File: src/core/tsc_regs.svh
// Register addresses, field positions, reset values and timing figures
`ifndef TSC_REGS_SVH
`define TSC_REGS_SVH
`define TSC_CFG_INDEX       8'h88
`define TSC_CFG_ADDR        12'h220
`define TSC_STATUS_ADDR     12'h230
`define TSC_CFG_RESET       32'h0000_0000
`define TSC_PARITY_BIT      31
`define TSC_SEL_LSB         29
`define TSC_DIV_LSB         25
`define TSC_DTC_BIT         24
`define TSC_BEMF_LSB        21
`define TSC_HALT_LSB        18
`define TSC_BRKT_LSB        14
`define TSC_HDUTY_LSB       11
`define TSC_PDUTY_LSB       8
`define TSC_SURGE_BIT       7
`define TSC_CFG_USED_MASK   32'hffff_ff80
`define TSC_CLK_PERIOD_NS   10
`define TSC_MS_NS           1000000
`define TSC_MS_CYCLES       (`TSC_MS_NS / `TSC_CLK_PERIOD_NS)
`endif

File: src/core/tsc_pkg.sv
// Types shared by the tach and halt configuration block
package tsc_pkg;
	typedef enum logic [1:0] {
		TSC_TACH_ALWAYS      = 2'h0,
		TSC_TACH_CLOSED_ONLY = 2'h1,
		TSC_TACH_FIRST_TRY   = 2'h2,
		TSC_TACH_NONE        = 2'h3
	} tsc_tach_sel_t;

	typedef enum logic [2:0] {
		TSC_HALT_HIZ   = 3'h0,
		TSC_HALT_RECIR = 3'h1,
		TSC_HALT_LS    = 3'h2,
		TSC_HALT_HS    = 3'h3,
		TSC_HALT_SPIN  = 3'h4
	} tsc_halt_method_t;

	typedef enum logic [2:0] {
		TSC_ST_RUN   = 3'h0,
		TSC_ST_HIZ   = 3'h1,
		TSC_ST_RECIR = 3'h2,
		TSC_ST_WAIT  = 3'h3,
		TSC_ST_BRAKE = 3'h4,
		TSC_ST_DONE  = 3'h5
	} tsc_state_t;
endpackage

File: src/core/tsc_tach_if.sv
// Carrier between the main block and the tach pulse divider
`timescale 1ns/1ps
`default_nettype none
interface tsc_tach_if;
	logic       pulse_in;
	logic       enable;
	logic [3:0] divisor;
	logic       pulse_out;
	modport ctrl (output pulse_in, output enable, output divisor, input pulse_out);
	modport div  (input pulse_in, input enable, input divisor, output pulse_out);
endinterface
`default_nettype wire

File: src/core/tsc_tach_div.sv
// Divides the electrical-rate tach pulses down by a programmable factor
`timescale 1ns/1ps
`default_nettype none
module tsc_tach_div (
	input  wire logic pclk,
	input  wire logic presetn,
	tsc_tach_if.div   tif
);
	logic [3:0] count;

	// Counter is held clear while gated so each enabled span starts in phase
	always_ff @(posedge pclk or negedge presetn) begin
		if (!presetn) begin
			count         <= 4'h0;
			tif.pulse_out <= 1'b0;
		end else if (!tif.enable) begin
			count         <= 4'h0;
			tif.pulse_out <= 1'b0;
		end else if (tif.pulse_in) begin
			if (count + 4'h1 >= tif.divisor) begin
				count         <= 4'h0;
				tif.pulse_out <= 1'b1;
			end else begin
				count         <= count + 4'h1;
				tif.pulse_out <= 1'b0;
			end
		end else begin
			tif.pulse_out <= 1'b0;
		end
	end
endmodule
`default_nettype wire

File: src/core/tsc_top.sv
// Tach output, power correction, halt method and brake configuration block
`timescale 1ns/1ps
`default_nettype none
`include "tsc_regs.svh"
// What this block does
// - Tach select: 0 both loops, 1 closed loop only, 2 first open-loop try only.
// - Tach divide codes 1 to 13 divide by the code; top code divides by 14.
// - Tach divide code 0 divides by three, like code 3.
// - Dead-time correction bit enables correction of power estimate in power modes.
// - Back-EMF threshold codes 0 to 5 give 1,2,5,10,20,30 mV symmetric.
// - Halt method: hi-z, recirculation, low-side, high-side braking, active spin-down.
// - Braking halt holds brake for 1 ms up to 15000 ms by code.
// - Halt duty threshold: immediate, or 50 down to 2.5 percent duty.
// - Brake-pin low-side braking has its own duty threshold, same code table.
module tsc_top #(
	parameter int MS_CYCLES = `TSC_MS_CYCLES
) (
	input  wire logic        pclk,
	input  wire logic        presetn,
	input  wire logic        psel,
	input  wire logic        penable,
	input  wire logic        pwrite,
	input  wire logic [11:0] paddr,
	input  wire logic [31:0] pwdata,
	output logic      [31:0] prdata,
	output logic             pready,
	output logic             pslverr,
	input  wire logic        tach_raw_pulse,
	input  wire logic        closed_loop,
	input  wire logic        open_loop_first_try,
	input  wire logic        power_mode_active,
	input  wire logic        halt_request,
	input  wire logic        brake_pin,
	input  wire logic [9:0]  duty_now,
	output logic             tach_pulse_output,
	output logic             dead_time_correct,
	output logic      [15:0] tach_backemf_threshold_uv,
	output logic             tach_backemf_valid,
	output logic             gate_hiz,
	output logic             gate_recirculate,
	output logic             gate_low_brake,
	output logic             gate_high_brake,
	output logic             spin_down_active,
	output logic             halt_done,
	output logic             surge_guard_enable
);
	logic [31:0]           cfg;
	tsc_pkg::tsc_state_t   state;
	tsc_pkg::tsc_state_t   next_state;
	logic [16:0]           ms_count;
	logic [13:0]           brake_ms;
	logic                  access;
	logic                  cfg_hit;
	logic                  stat_hit;
	logic                  halt_thr_met;
	logic                  pin_thr_met;
	logic                  brake_over;
	tsc_pkg::tsc_tach_sel_t   tach_sel;
	tsc_pkg::tsc_halt_method_t halt_method;
	tsc_tach_if            tif ();

	assign tach_sel    = tsc_pkg::tsc_tach_sel_t'(cfg[`TSC_SEL_LSB +: 2]);
	assign halt_method = tsc_pkg::tsc_halt_method_t'(cfg[`TSC_HALT_LSB +: 3]);

	// Duty thresholds in tenths of a percent; zero means act at once
	function automatic logic [9:0] duty_thr(input logic [2:0] code);
		case (code)
			3'h1:    duty_thr = 10'h1f4;
			3'h2:    duty_thr = 10'h0fa;
			3'h3:    duty_thr = 10'h096;
			3'h4:    duty_thr = 10'h064;
			3'h5:    duty_thr = 10'h04b;
			3'h6:    duty_thr = 10'h032;
			3'h7:    duty_thr = 10'h019;
			default: duty_thr = 10'h000;
		endcase
	endfunction

	function automatic logic [13:0] brake_time_ms(input logic [3:0] code);
		case (code)
			4'h0:    brake_time_ms = 14'h0001;
			4'h1:    brake_time_ms = 14'h0002;
			4'h2:    brake_time_ms = 14'h0005;
			4'h3:    brake_time_ms = 14'h000a;
			4'h4:    brake_time_ms = 14'h000f;
			4'h5:    brake_time_ms = 14'h0019;
			4'h6:    brake_time_ms = 14'h0032;
			4'h7:    brake_time_ms = 14'h004b;
			4'h8:    brake_time_ms = 14'h0064;
			4'h9:    brake_time_ms = 14'h00fa;
			4'ha:    brake_time_ms = 14'h01f4;
			4'hb:    brake_time_ms = 14'h03e8;
			4'hc:    brake_time_ms = 14'h09c4;
			4'hd:    brake_time_ms = 14'h1388;
			4'he:    brake_time_ms = 14'h2710;
			default: brake_time_ms = 14'h3a98;
		endcase
	endfunction

	// APB slave: one wait state, answer registered on the second access cycle
	assign access   = psel && penable && !pready;
	assign cfg_hit  = (paddr == `TSC_CFG_ADDR);
	assign stat_hit = (paddr == `TSC_STATUS_ADDR);

	always_ff @(posedge pclk or negedge presetn) begin
		if (!presetn) begin
			pready  <= 1'b0;
			pslverr <= 1'b0;
			prdata  <= 32'h0000_0000;
		end else begin
			pready  <= access;
			pslverr <= access && !(cfg_hit || (stat_hit && !pwrite));
			if (access && !pwrite && cfg_hit)
				prdata <= cfg;
			else if (access && !pwrite && stat_hit)
				prdata <= {28'h0000000, halt_done, 3'(state)};
			else
				prdata <= 32'h0000_0000;
		end
	end

	// Only the documented upper fields store; bits 6..0 belong elsewhere
	always_ff @(posedge pclk or negedge presetn) begin
		if (!presetn)
			cfg <= `TSC_CFG_RESET;
		else if (psel && penable && pready && pwrite && cfg_hit)
			cfg <= pwdata & `TSC_CFG_USED_MASK;
	end

	// Tach gating and division
	always_comb begin
		tif.pulse_in = tach_raw_pulse;
		case (tach_sel)
			tsc_pkg::TSC_TACH_ALWAYS:      tif.enable = 1'b1;
			tsc_pkg::TSC_TACH_CLOSED_ONLY: tif.enable = closed_loop;
			tsc_pkg::TSC_TACH_FIRST_TRY:   tif.enable = !closed_loop && open_loop_first_try;
			default:                       tif.enable = 1'b0;
		endcase
		if (cfg[`TSC_DIV_LSB +: 4] == 4'h0)
			tif.divisor = 4'h3;
		else if (cfg[`TSC_DIV_LSB +: 4] >= 4'he)
			tif.divisor = 4'he;
		else
			tif.divisor = cfg[`TSC_DIV_LSB +: 4];
	end

	tsc_tach_div u_div (
		.pclk    (pclk),
		.presetn (presetn),
		.tif     (tif)
	);

	always_ff @(posedge pclk or negedge presetn) begin
		if (!presetn) begin
			tach_pulse_output         <= 1'b0;
			dead_time_correct         <= 1'b0;
			surge_guard_enable        <= 1'b0;
			tach_backemf_threshold_uv <= 16'h0000;
			tach_backemf_valid        <= 1'b0;
		end else begin
			tach_pulse_output  <= tif.pulse_out;
			dead_time_correct  <= cfg[`TSC_DTC_BIT] && power_mode_active;
			surge_guard_enable <= cfg[`TSC_SURGE_BIT];
			tach_backemf_valid <= (cfg[`TSC_BEMF_LSB +: 3] <= 3'h5);
			case (cfg[`TSC_BEMF_LSB +: 3])
				3'h0:    tach_backemf_threshold_uv <= 16'h03e8;
				3'h1:    tach_backemf_threshold_uv <= 16'h07d0;
				3'h2:    tach_backemf_threshold_uv <= 16'h1388;
				3'h3:    tach_backemf_threshold_uv <= 16'h2710;
				3'h4:    tach_backemf_threshold_uv <= 16'h4e20;
				3'h5:    tach_backemf_threshold_uv <= 16'h7530;
				default: tach_backemf_threshold_uv <= 16'h0000;
			endcase
		end
	end

	// Halt sequencing
	assign halt_thr_met = (duty_thr(cfg[`TSC_HDUTY_LSB +: 3]) == 10'h000)
		|| (duty_now <= duty_thr(cfg[`TSC_HDUTY_LSB +: 3]));
	assign pin_thr_met = (duty_thr(cfg[`TSC_PDUTY_LSB +: 3]) == 10'h000)
		|| (duty_now <= duty_thr(cfg[`TSC_PDUTY_LSB +: 3]));
	// Ends on the last tick of the final millisecond so the brake lasts exactly the set time
	assign brake_over = (ms_count == 17'(MS_CYCLES - 1))
		&& (brake_ms + 14'h0001 >= brake_time_ms(cfg[`TSC_BRKT_LSB +: 4]));

	always_comb begin
		next_state = state;
		case (state)
			tsc_pkg::TSC_ST_RUN: begin
				if (halt_request) begin
					case (halt_method)
						tsc_pkg::TSC_HALT_RECIR: next_state = tsc_pkg::TSC_ST_RECIR;
						tsc_pkg::TSC_HALT_LS,
						tsc_pkg::TSC_HALT_HS,
						tsc_pkg::TSC_HALT_SPIN:  next_state = tsc_pkg::TSC_ST_WAIT;
						default:                 next_state = tsc_pkg::TSC_ST_HIZ;
					endcase
				end
			end
			tsc_pkg::TSC_ST_WAIT: begin
				if (halt_thr_met) begin
					if (halt_method == tsc_pkg::TSC_HALT_SPIN)
						next_state = tsc_pkg::TSC_ST_DONE;
					else
						next_state = tsc_pkg::TSC_ST_BRAKE;
				end
			end
			tsc_pkg::TSC_ST_BRAKE: begin
				if (brake_over)
					next_state = tsc_pkg::TSC_ST_DONE;
			end
			tsc_pkg::TSC_ST_HIZ,
			tsc_pkg::TSC_ST_RECIR: next_state = tsc_pkg::TSC_ST_DONE;
			tsc_pkg::TSC_ST_DONE:  next_state = tsc_pkg::TSC_ST_DONE;
			default:               next_state = tsc_pkg::TSC_ST_RUN;
		endcase
		// Dropping the request resumes the run from any halt stage
		if (!halt_request)
			next_state = tsc_pkg::TSC_ST_RUN;
	end

	always_ff @(posedge pclk or negedge presetn) begin
		if (!presetn)
			state <= tsc_pkg::TSC_ST_RUN;
		else
			state <= next_state;
	end

	// Millisecond tick shared by the brake timer; restarts on brake entry
	always_ff @(posedge pclk or negedge presetn) begin
		if (!presetn) begin
			ms_count <= 17'h00000;
			brake_ms <= 14'h0000;
		end else if (state != tsc_pkg::TSC_ST_BRAKE) begin
			ms_count <= 17'h00000;
			brake_ms <= 14'h0000;
		end else if (ms_count == 17'(MS_CYCLES - 1)) begin
			ms_count <= 17'h00000;
			brake_ms <= brake_ms + 14'h0001;
		end else begin
			ms_count <= ms_count + 17'h00001;
		end
	end

	// The recirculation stage keeps its drive after completion until the run resumes
	always_ff @(posedge pclk or negedge presetn) begin
		if (!presetn) begin
			gate_hiz         <= 1'b0;
			gate_recirculate <= 1'b0;
			gate_low_brake   <= 1'b0;
			gate_high_brake  <= 1'b0;
			spin_down_active <= 1'b0;
			halt_done        <= 1'b0;
		end else begin
			gate_recirculate <= halt_request && (halt_method == tsc_pkg::TSC_HALT_RECIR)
				&& (next_state == tsc_pkg::TSC_ST_RECIR || next_state == tsc_pkg::TSC_ST_DONE);
			gate_hiz         <= (next_state == tsc_pkg::TSC_ST_HIZ)
				|| (next_state == tsc_pkg::TSC_ST_DONE
				&& halt_method != tsc_pkg::TSC_HALT_RECIR);
			// Brake pin braking works only outside a halt, low side only
			gate_low_brake   <= (next_state == tsc_pkg::TSC_ST_BRAKE
				&& halt_method == tsc_pkg::TSC_HALT_LS)
				|| (brake_pin && pin_thr_met && next_state == tsc_pkg::TSC_ST_RUN);
			gate_high_brake  <= next_state == tsc_pkg::TSC_ST_BRAKE
				&& halt_method == tsc_pkg::TSC_HALT_HS;
			spin_down_active <= next_state == tsc_pkg::TSC_ST_WAIT;
			halt_done        <= next_state == tsc_pkg::TSC_ST_DONE;
		end
	end
endmodule
`default_nettype wire

File: config.mk
export PLATFORM = sky130hd
export DESIGN_NAME = tsc_top
export DESIGN_NICKNAME = d
export VERILOG_FILES = /design/src/core/tsc_pkg.sv /design/src/core/tsc_tach_if.sv /design/src/core/tsc_tach_div.sv /design/src/core/tsc_top.sv
export VERILOG_INCLUDE_DIRS = /design/src /design/src/core
export SDC_FILE = /design/constraint.sdc
export NUM_CORES = 1
export LEC_CHECK = 0
export BUFFER_PORTS_ARGS = -buffer_cell sky130_fd_sc_hd__buf_2
export CORE_MARGIN = 2
export CORE_UTILIZATION = 30
export CTS_BUF_LIST = sky130_fd_sc_hd__clkbuf_4
export DETAILED_ROUTE_END_ITERATION = 8
export PLACE_DENSITY = 0.6
export SETUP_SLACK_MARGIN = 0.4
export SLEW_MARGIN = 20
export SYNTH_ARGS = -nofsm -noshare
export SYNTH_HDL_FRONTEND = slang
export SYNTH_SLANG_ARGS = --single-unit
File: constraint.sdc
create_clock -name pclk -period 3.1 [get_ports pclk]
set_input_delay 0.465 -clock pclk [delete_from_list [all_inputs] [get_ports pclk]]
set_output_delay 0.465 -clock pclk [all_outputs]
set_load 0.02 [all_outputs]
# After elaboration in Yosys (flattened, before gate mapping)
# Memories as Yosys holds them, arrays and structs flattened.
# Index checks and enable logic that the tools add are counted.
# totals
ff_bits,124
mem_bits_ro,224
in_bits,65
output_inout_bits,60
elab_cells,135
mem_count,1
# op_classes
addsub,3
order_cmp,6
eq_ne,41
mux,24
reduce_logical,40
# mem_list
name,depth,width,rd,rd_ports_with_merged_regs,write_ports,line,text
(no name shown),16,14,1,0,0,tsc_top.sv:80,case (code)
# op_table
operator,count
case mux 9 bit (7 select lines),2
case mux 15 bit (6 select lines),1
== test 3 bit (second input constant),15
== test 3 x 2 -> 1 bit (second input constant),12
2-to-1 mux 17 bit,2
2-to-1 mux 32 bit,1
2-to-1 mux 14 bit,2
== test 12 x 10 -> 1 bit (second input constant),2
2-to-1 mux 4 bit,6
<= comparator 10 bit,2
logical AND 1 bit,20
zero test 10 bit,2
== test 3 x 1 -> 1 bit (second input constant),6
adder 17 x 1 -> 17 bit (second input constant),1
== test 17 bit (second input constant),1
adder 14 x 1 -> 14 bit (second input constant),1
>= comparator 14 bit,1
case mux 3 bit (4 select lines),1
zero test 3 bit,3
2-to-1 mux 3 bit,3
logical OR 1 bit,6
OR reduction 3 bit,2
adder 4 x 1 -> 4 bit (second input constant),1
>= comparator 4 bit,1
other kinds (14),20

# Depth between registers and ports, before layout
# logic_depth
ltp_word,10
depth_mapped,14
mapped_depth_nobuf,14

# Modules after synthesis
# A second synthesis with hierarchy kept.
# unflattened
hier_cells,601
area_unflattened_um2,6228.5
# modules_own_cells
module,instances,cells_each,area_per_inst_um2,seq_area_each_um2
tsc_top,1,560,5840.6,2802.7
tsc_tach_div,1,41,387.9,125.1

# Least setup slack after synthesis
# OpenSTA, ideal clock, no wires.
# synth_path
path_type,register to register
from,register brake_ms[0]
to,register gate_recirculate
setup_time_ns,0.073
arrival_time_ns,2.800
required_ns,3.027
slack_ns,0.227
stages_incl_launch_ff,15
path_buffers,0
synth_period_minus_slack_ns,2.873
path_cell_list,dfrtp_1 > ha_1 > nand3_2 > nor2_4 > nand3_2 > nor2_4 > nand3_2 > xnor2_1 > ha_1 > nand4_1 > nor2_1 > a2111oi_0 > o31a_1 > a2111o_1 > a21oi_2
# synth_between
elab_chain_len,9
word_cells_on_any_way,10
cone_classes,add/sub (1); order compare (1); eq/ne (2); mux (3); reduce/logical (3)
# synth_rtl
element,line,text
start: declaration,tsc_top.sv:51,logic [13:0] brake_ms;
start signal: assignment,tsc_top.sv:239,brake_ms <= brake_ms + 14'h0001;
adder 14 x 1 -> 14 bit *,tsc_top.sv:184,&& (brake_ms + 14'h0001 >= brake_time_ms(cfg[`TSC_BRKT_LSB +: 4]));
>= comparator 14 bit *,tsc_top.sv:184,
logical AND 1 bit *,tsc_top.sv:183,assign brake_over = (ms_count == 17'(MS_CYCLES - 1))
2-to-1 mux 3 bit *,tsc_top.sv:209,if (brake_over)
case mux 3 bit (4 select lines) *,tsc_top.sv:188,case (state)
2-to-1 mux 3 bit *,tsc_top.sv:218,if (!halt_request)
== test 3 x 2 -> 1 bit / == test 3 bit (equally long branches),tsc_top.sv:256,&& (next_state == tsc_pkg::TSC_ST_RECIR || next_state == tsc_pkg::TSC_ST_DONE);
logical OR 1 bit *,tsc_top.sv:256,
logical AND 1 bit *,tsc_top.sv:256,
end signal: assignment,tsc_top.sv:255,gate_recirculate <= halt_request && (halt_method == tsc_pkg::TSC_HALT_RECIR)
end: declaration,tsc_top.sv:40,"output logic gate_recirculate,"
# Every way passes the cells marked *; elsewhere a longest branch is shown, timed or not.
# A chain may end at the register's enable or synchronous reset.

# Worst setup path after layout
# layout_path
from,register brake_ms[1]
to,register gate_recirculate
# The elaborated chain is that of the path after synthesis.

==> reports/metrics.yaml <==
drc: 0
wl_um: 13700
ys.flop_type: "dfrtp_1"
cts_buffers: 17
hp-class: "in2reg"
power_density_nw_per_um2: 413
yosys.area_share.adder_pct: 9.06
die-width_um: 146
ff2ff_setup_slack_ns: 0.16
async_flop_share_pct: 100
drtAntennaViolNets: 0
ys_types: 56
core_area_um2: 20000
clk_pin_slew_worst_paths_ns: 0.12
root_buffer: "clkbuf_4"
crit_arrival_ns: 3.41
rows: 52
synthMuxAreaShare_pct: 3.66
antenna_found_initial: 2
htreeDepth: 4
hp-start: "pwdata[15]"
num_vias: 4712
synth-edff-count: 0
grt_pass1_vias: 4762
clock-sinks: 117
worstPathRequired_ns: 3.57
drt_iter0_markers: 163
floorplan.initialDensity_pct: 30.3
die_area_um2: 21400
drv_cap: 0
ys_ff_latch: 117
final_common_cell: "dfrtp_1"
synth_compound_area_share_pct: 9.20
cts_tree: "done"
drtPass1Iterations: 4
synthesis.area_um2: 6080
synthXorXnorAreaFrac_pct: 6.05
place_hpwl_um: 10100
regToRegEndpoint: "gate_recirculate"
viasPerCell: 4.64
overflow: 0
final_nets: 840
yosysWarningCount: 0
drive_above_1_share_pct: 29.6
setup_viol: 0
p_total_mw: 3.11
wl_per_cell_um: 13.5
grt_pass1_wl_um: 23300
peakVddDrop_mv: 0.262
place_congestion: 0.776
worst_slew_pin_slew_ns: 0.733
avgSynthCellArea_um2: 10.3
clock.fmax_mhz: 340
skew_ns: 0.0193
hold_depth: 3
outcome: "finished clean"
rr_worst_depth: 15
hold_viol: 0
end_kind: "register"
clk_path_buf_depth: 2
clk_latency_ns: 0.54
drv_slew: 0
port_buffers: 110
synth_top_family_by_area: "simple AND/OR/NAND/NOR gates"
r2r-start: "brake_ms[1]"
synth-simple-area-share_pct: 20.7
final_cell_mix: "dfrtp_1 (115), buf_2 (109), nor2_1 (57)"
die_y_um: 146
syn_inst: 593
period_needed_ns: 2.94
syn_to_final_growth_pct: 23.9
hold-path-endpoint: "cfg[15]"
fin_tns_setup_ns: 0
period_share_pct: 94.8
cp_max_fo: 4
crit_type: "reg2reg"
leakagePower_nw: 3.64
worstSetupStartpointType: "register"
grt_usage_pct: 13.5
pin_count: 125
synth_seq_area_share_pct: 48.2
rsz0062_at_grt: "true"
grt_max_degree: 57
relSlewSlack_pct: 50.7
[per-layer routing]
layer  vias to the layer above  GRT usage [%]  routed length [um]
li1                       2318              -                   -
met1                      2263           17.2                6350
met4                         2           4.56                 170
met3                        21           4.94                 778
met2                       108           21.2                6430
met5                         -              0                  11
[logic make-up (layout without fill, tap and decap cells)]
logic type | after synthesis | in the layout
other cells | 1 | 8
fa+ha+maj | 44 | 44
buf+inv | 42 | 187
mux | 20 | 20
flops | 117 | 117
simple gates | 234 | 234
compound gates | 93 | 93
xor+xnor | 42 | 42
[Yosys cell counts, types with 5 or more instances]
cell type | n | area (um^2)
a211oi_1 | 5 | 37.5
a21oi_1 | 36 | 180
and2_1 | 36 | 225
and3_1 | 5 | 31.3
buf_4 | 7 | 52.6
clkbuf_1 | 16 | 60.1
dfrtp_1 | 117 | 2930
ha_1 | 44 | 551
inv_1 | 15 | 56.3
mux2_2 | 18 | 203
nand2_1 | 49 | 184
nand3_1 | 21 | 105
nand4_1 | 8 | 50.1
nor2_1 | 57 | 214
nor2b_1 | 7 | 43.8
nor3_1 | 8 | 40.0
o21ai_0 | 25 | 125
or3_1 | 8 | 50.1
xnor2_1 | 17 | 149
xor2_1 | 25 | 219
[sequential cells by signal (all words and copies together), names as in the netlist]
signal	count
tach_pulse_output	1
brake_ms	14
pready	1
gate_hiz	1
spin_down_active	1
tach_backemf_threshold_uv	12
dead_time_correct	1
tach_backemf_valid	1
cfg	25
surge_guard_enable	1
state	3
pslverr	1
u_div.tif.pulse_out	1
gate_low_brake	1
ms_count	17
gate_high_brake	1
prdata	29
u_div.count	4
halt_done	1
gate_recirculate	1
[power by group]
group	total (mW)	internal [mW]	switching [mW]
combinational	0.276	0.123	0.152
clock	1.25	0.644	0.606
sequential	1.58	1.56	0.0278
total	3.11	2.32	0.787
[critical path, cell delays in order (launching register included)]
cell and delay [ns]:
dfrtp_1 0.44, ha_4 0.18, nand3_4 0.09, nor2_4 0.12
nand3_4 0.09, nor2_4 0.13, nand3_4 0.09, xnor2_2 0.14
ha_1 0.32, nand4_1 0.14, nor2_1 0.14, a2111oi_2 0.08
buf_4 0.14, o31a_1 0.27, a2111o_1 0.33, a21oi_2 0.14
[per-stage QoR]
step,std cells,instance area (um^2),util (%),worst slack (ns),hold slack (ns)
after floorplan,599,6130,-,0.410,0.169
after global routing,1015,7530,37.6,0.0227,0.0934
after CTS,1011,7460,37.2,0.147,0.0784
after detailed placement,973,7070,35.3,0.163,0.336
after global placement,973,7070,35.3,0.136,0.335
final,1015,7530,37.6,0.160,0.126
[what timing repair did]
item	CTS	global route
gates resized for setup	6	11
buffers inserted	5	3
pin swaps	1	6
setup endpoints to repair	7	7
hold buffers	1	0
cloned	0	0
hold endpoints to repair	35	0
[how the worst max path moves through the flow]
stage / start / endpoint / slack (ns) / depth (start not counted)
final: brake_ms[1] / gate_recirculate / 0.16 / 15
after global routing: brake_ms[1] / gate_recirculate / 0.02 / 15
after CTS: brake_ms[1] / gate_recirculate / 0.15 / 15
after detailed placement: brake_ms[1] / gate_recirculate / 0.16 / 15
after global placement: cfg[15] / gate_recirculate / 0.14 / 12
after floorplan: brake_ms[0] / gate_recirculate / 0.41 / 14
[cell type report]
class | count | area (um^2)
diodes | 1 | 2.50
clock buffers | 18 | 135
fillers | 2076 | 12500
multi-input cells | 440 | 3100
repair buffers | 139 | 786
well taps | 270 | 338
inverters | 16 | 60.1
clock inverters | 14 | 184
flip-flops and latches | 117 | 2930
Note: power is estimated with default switching activity, not from simulation.
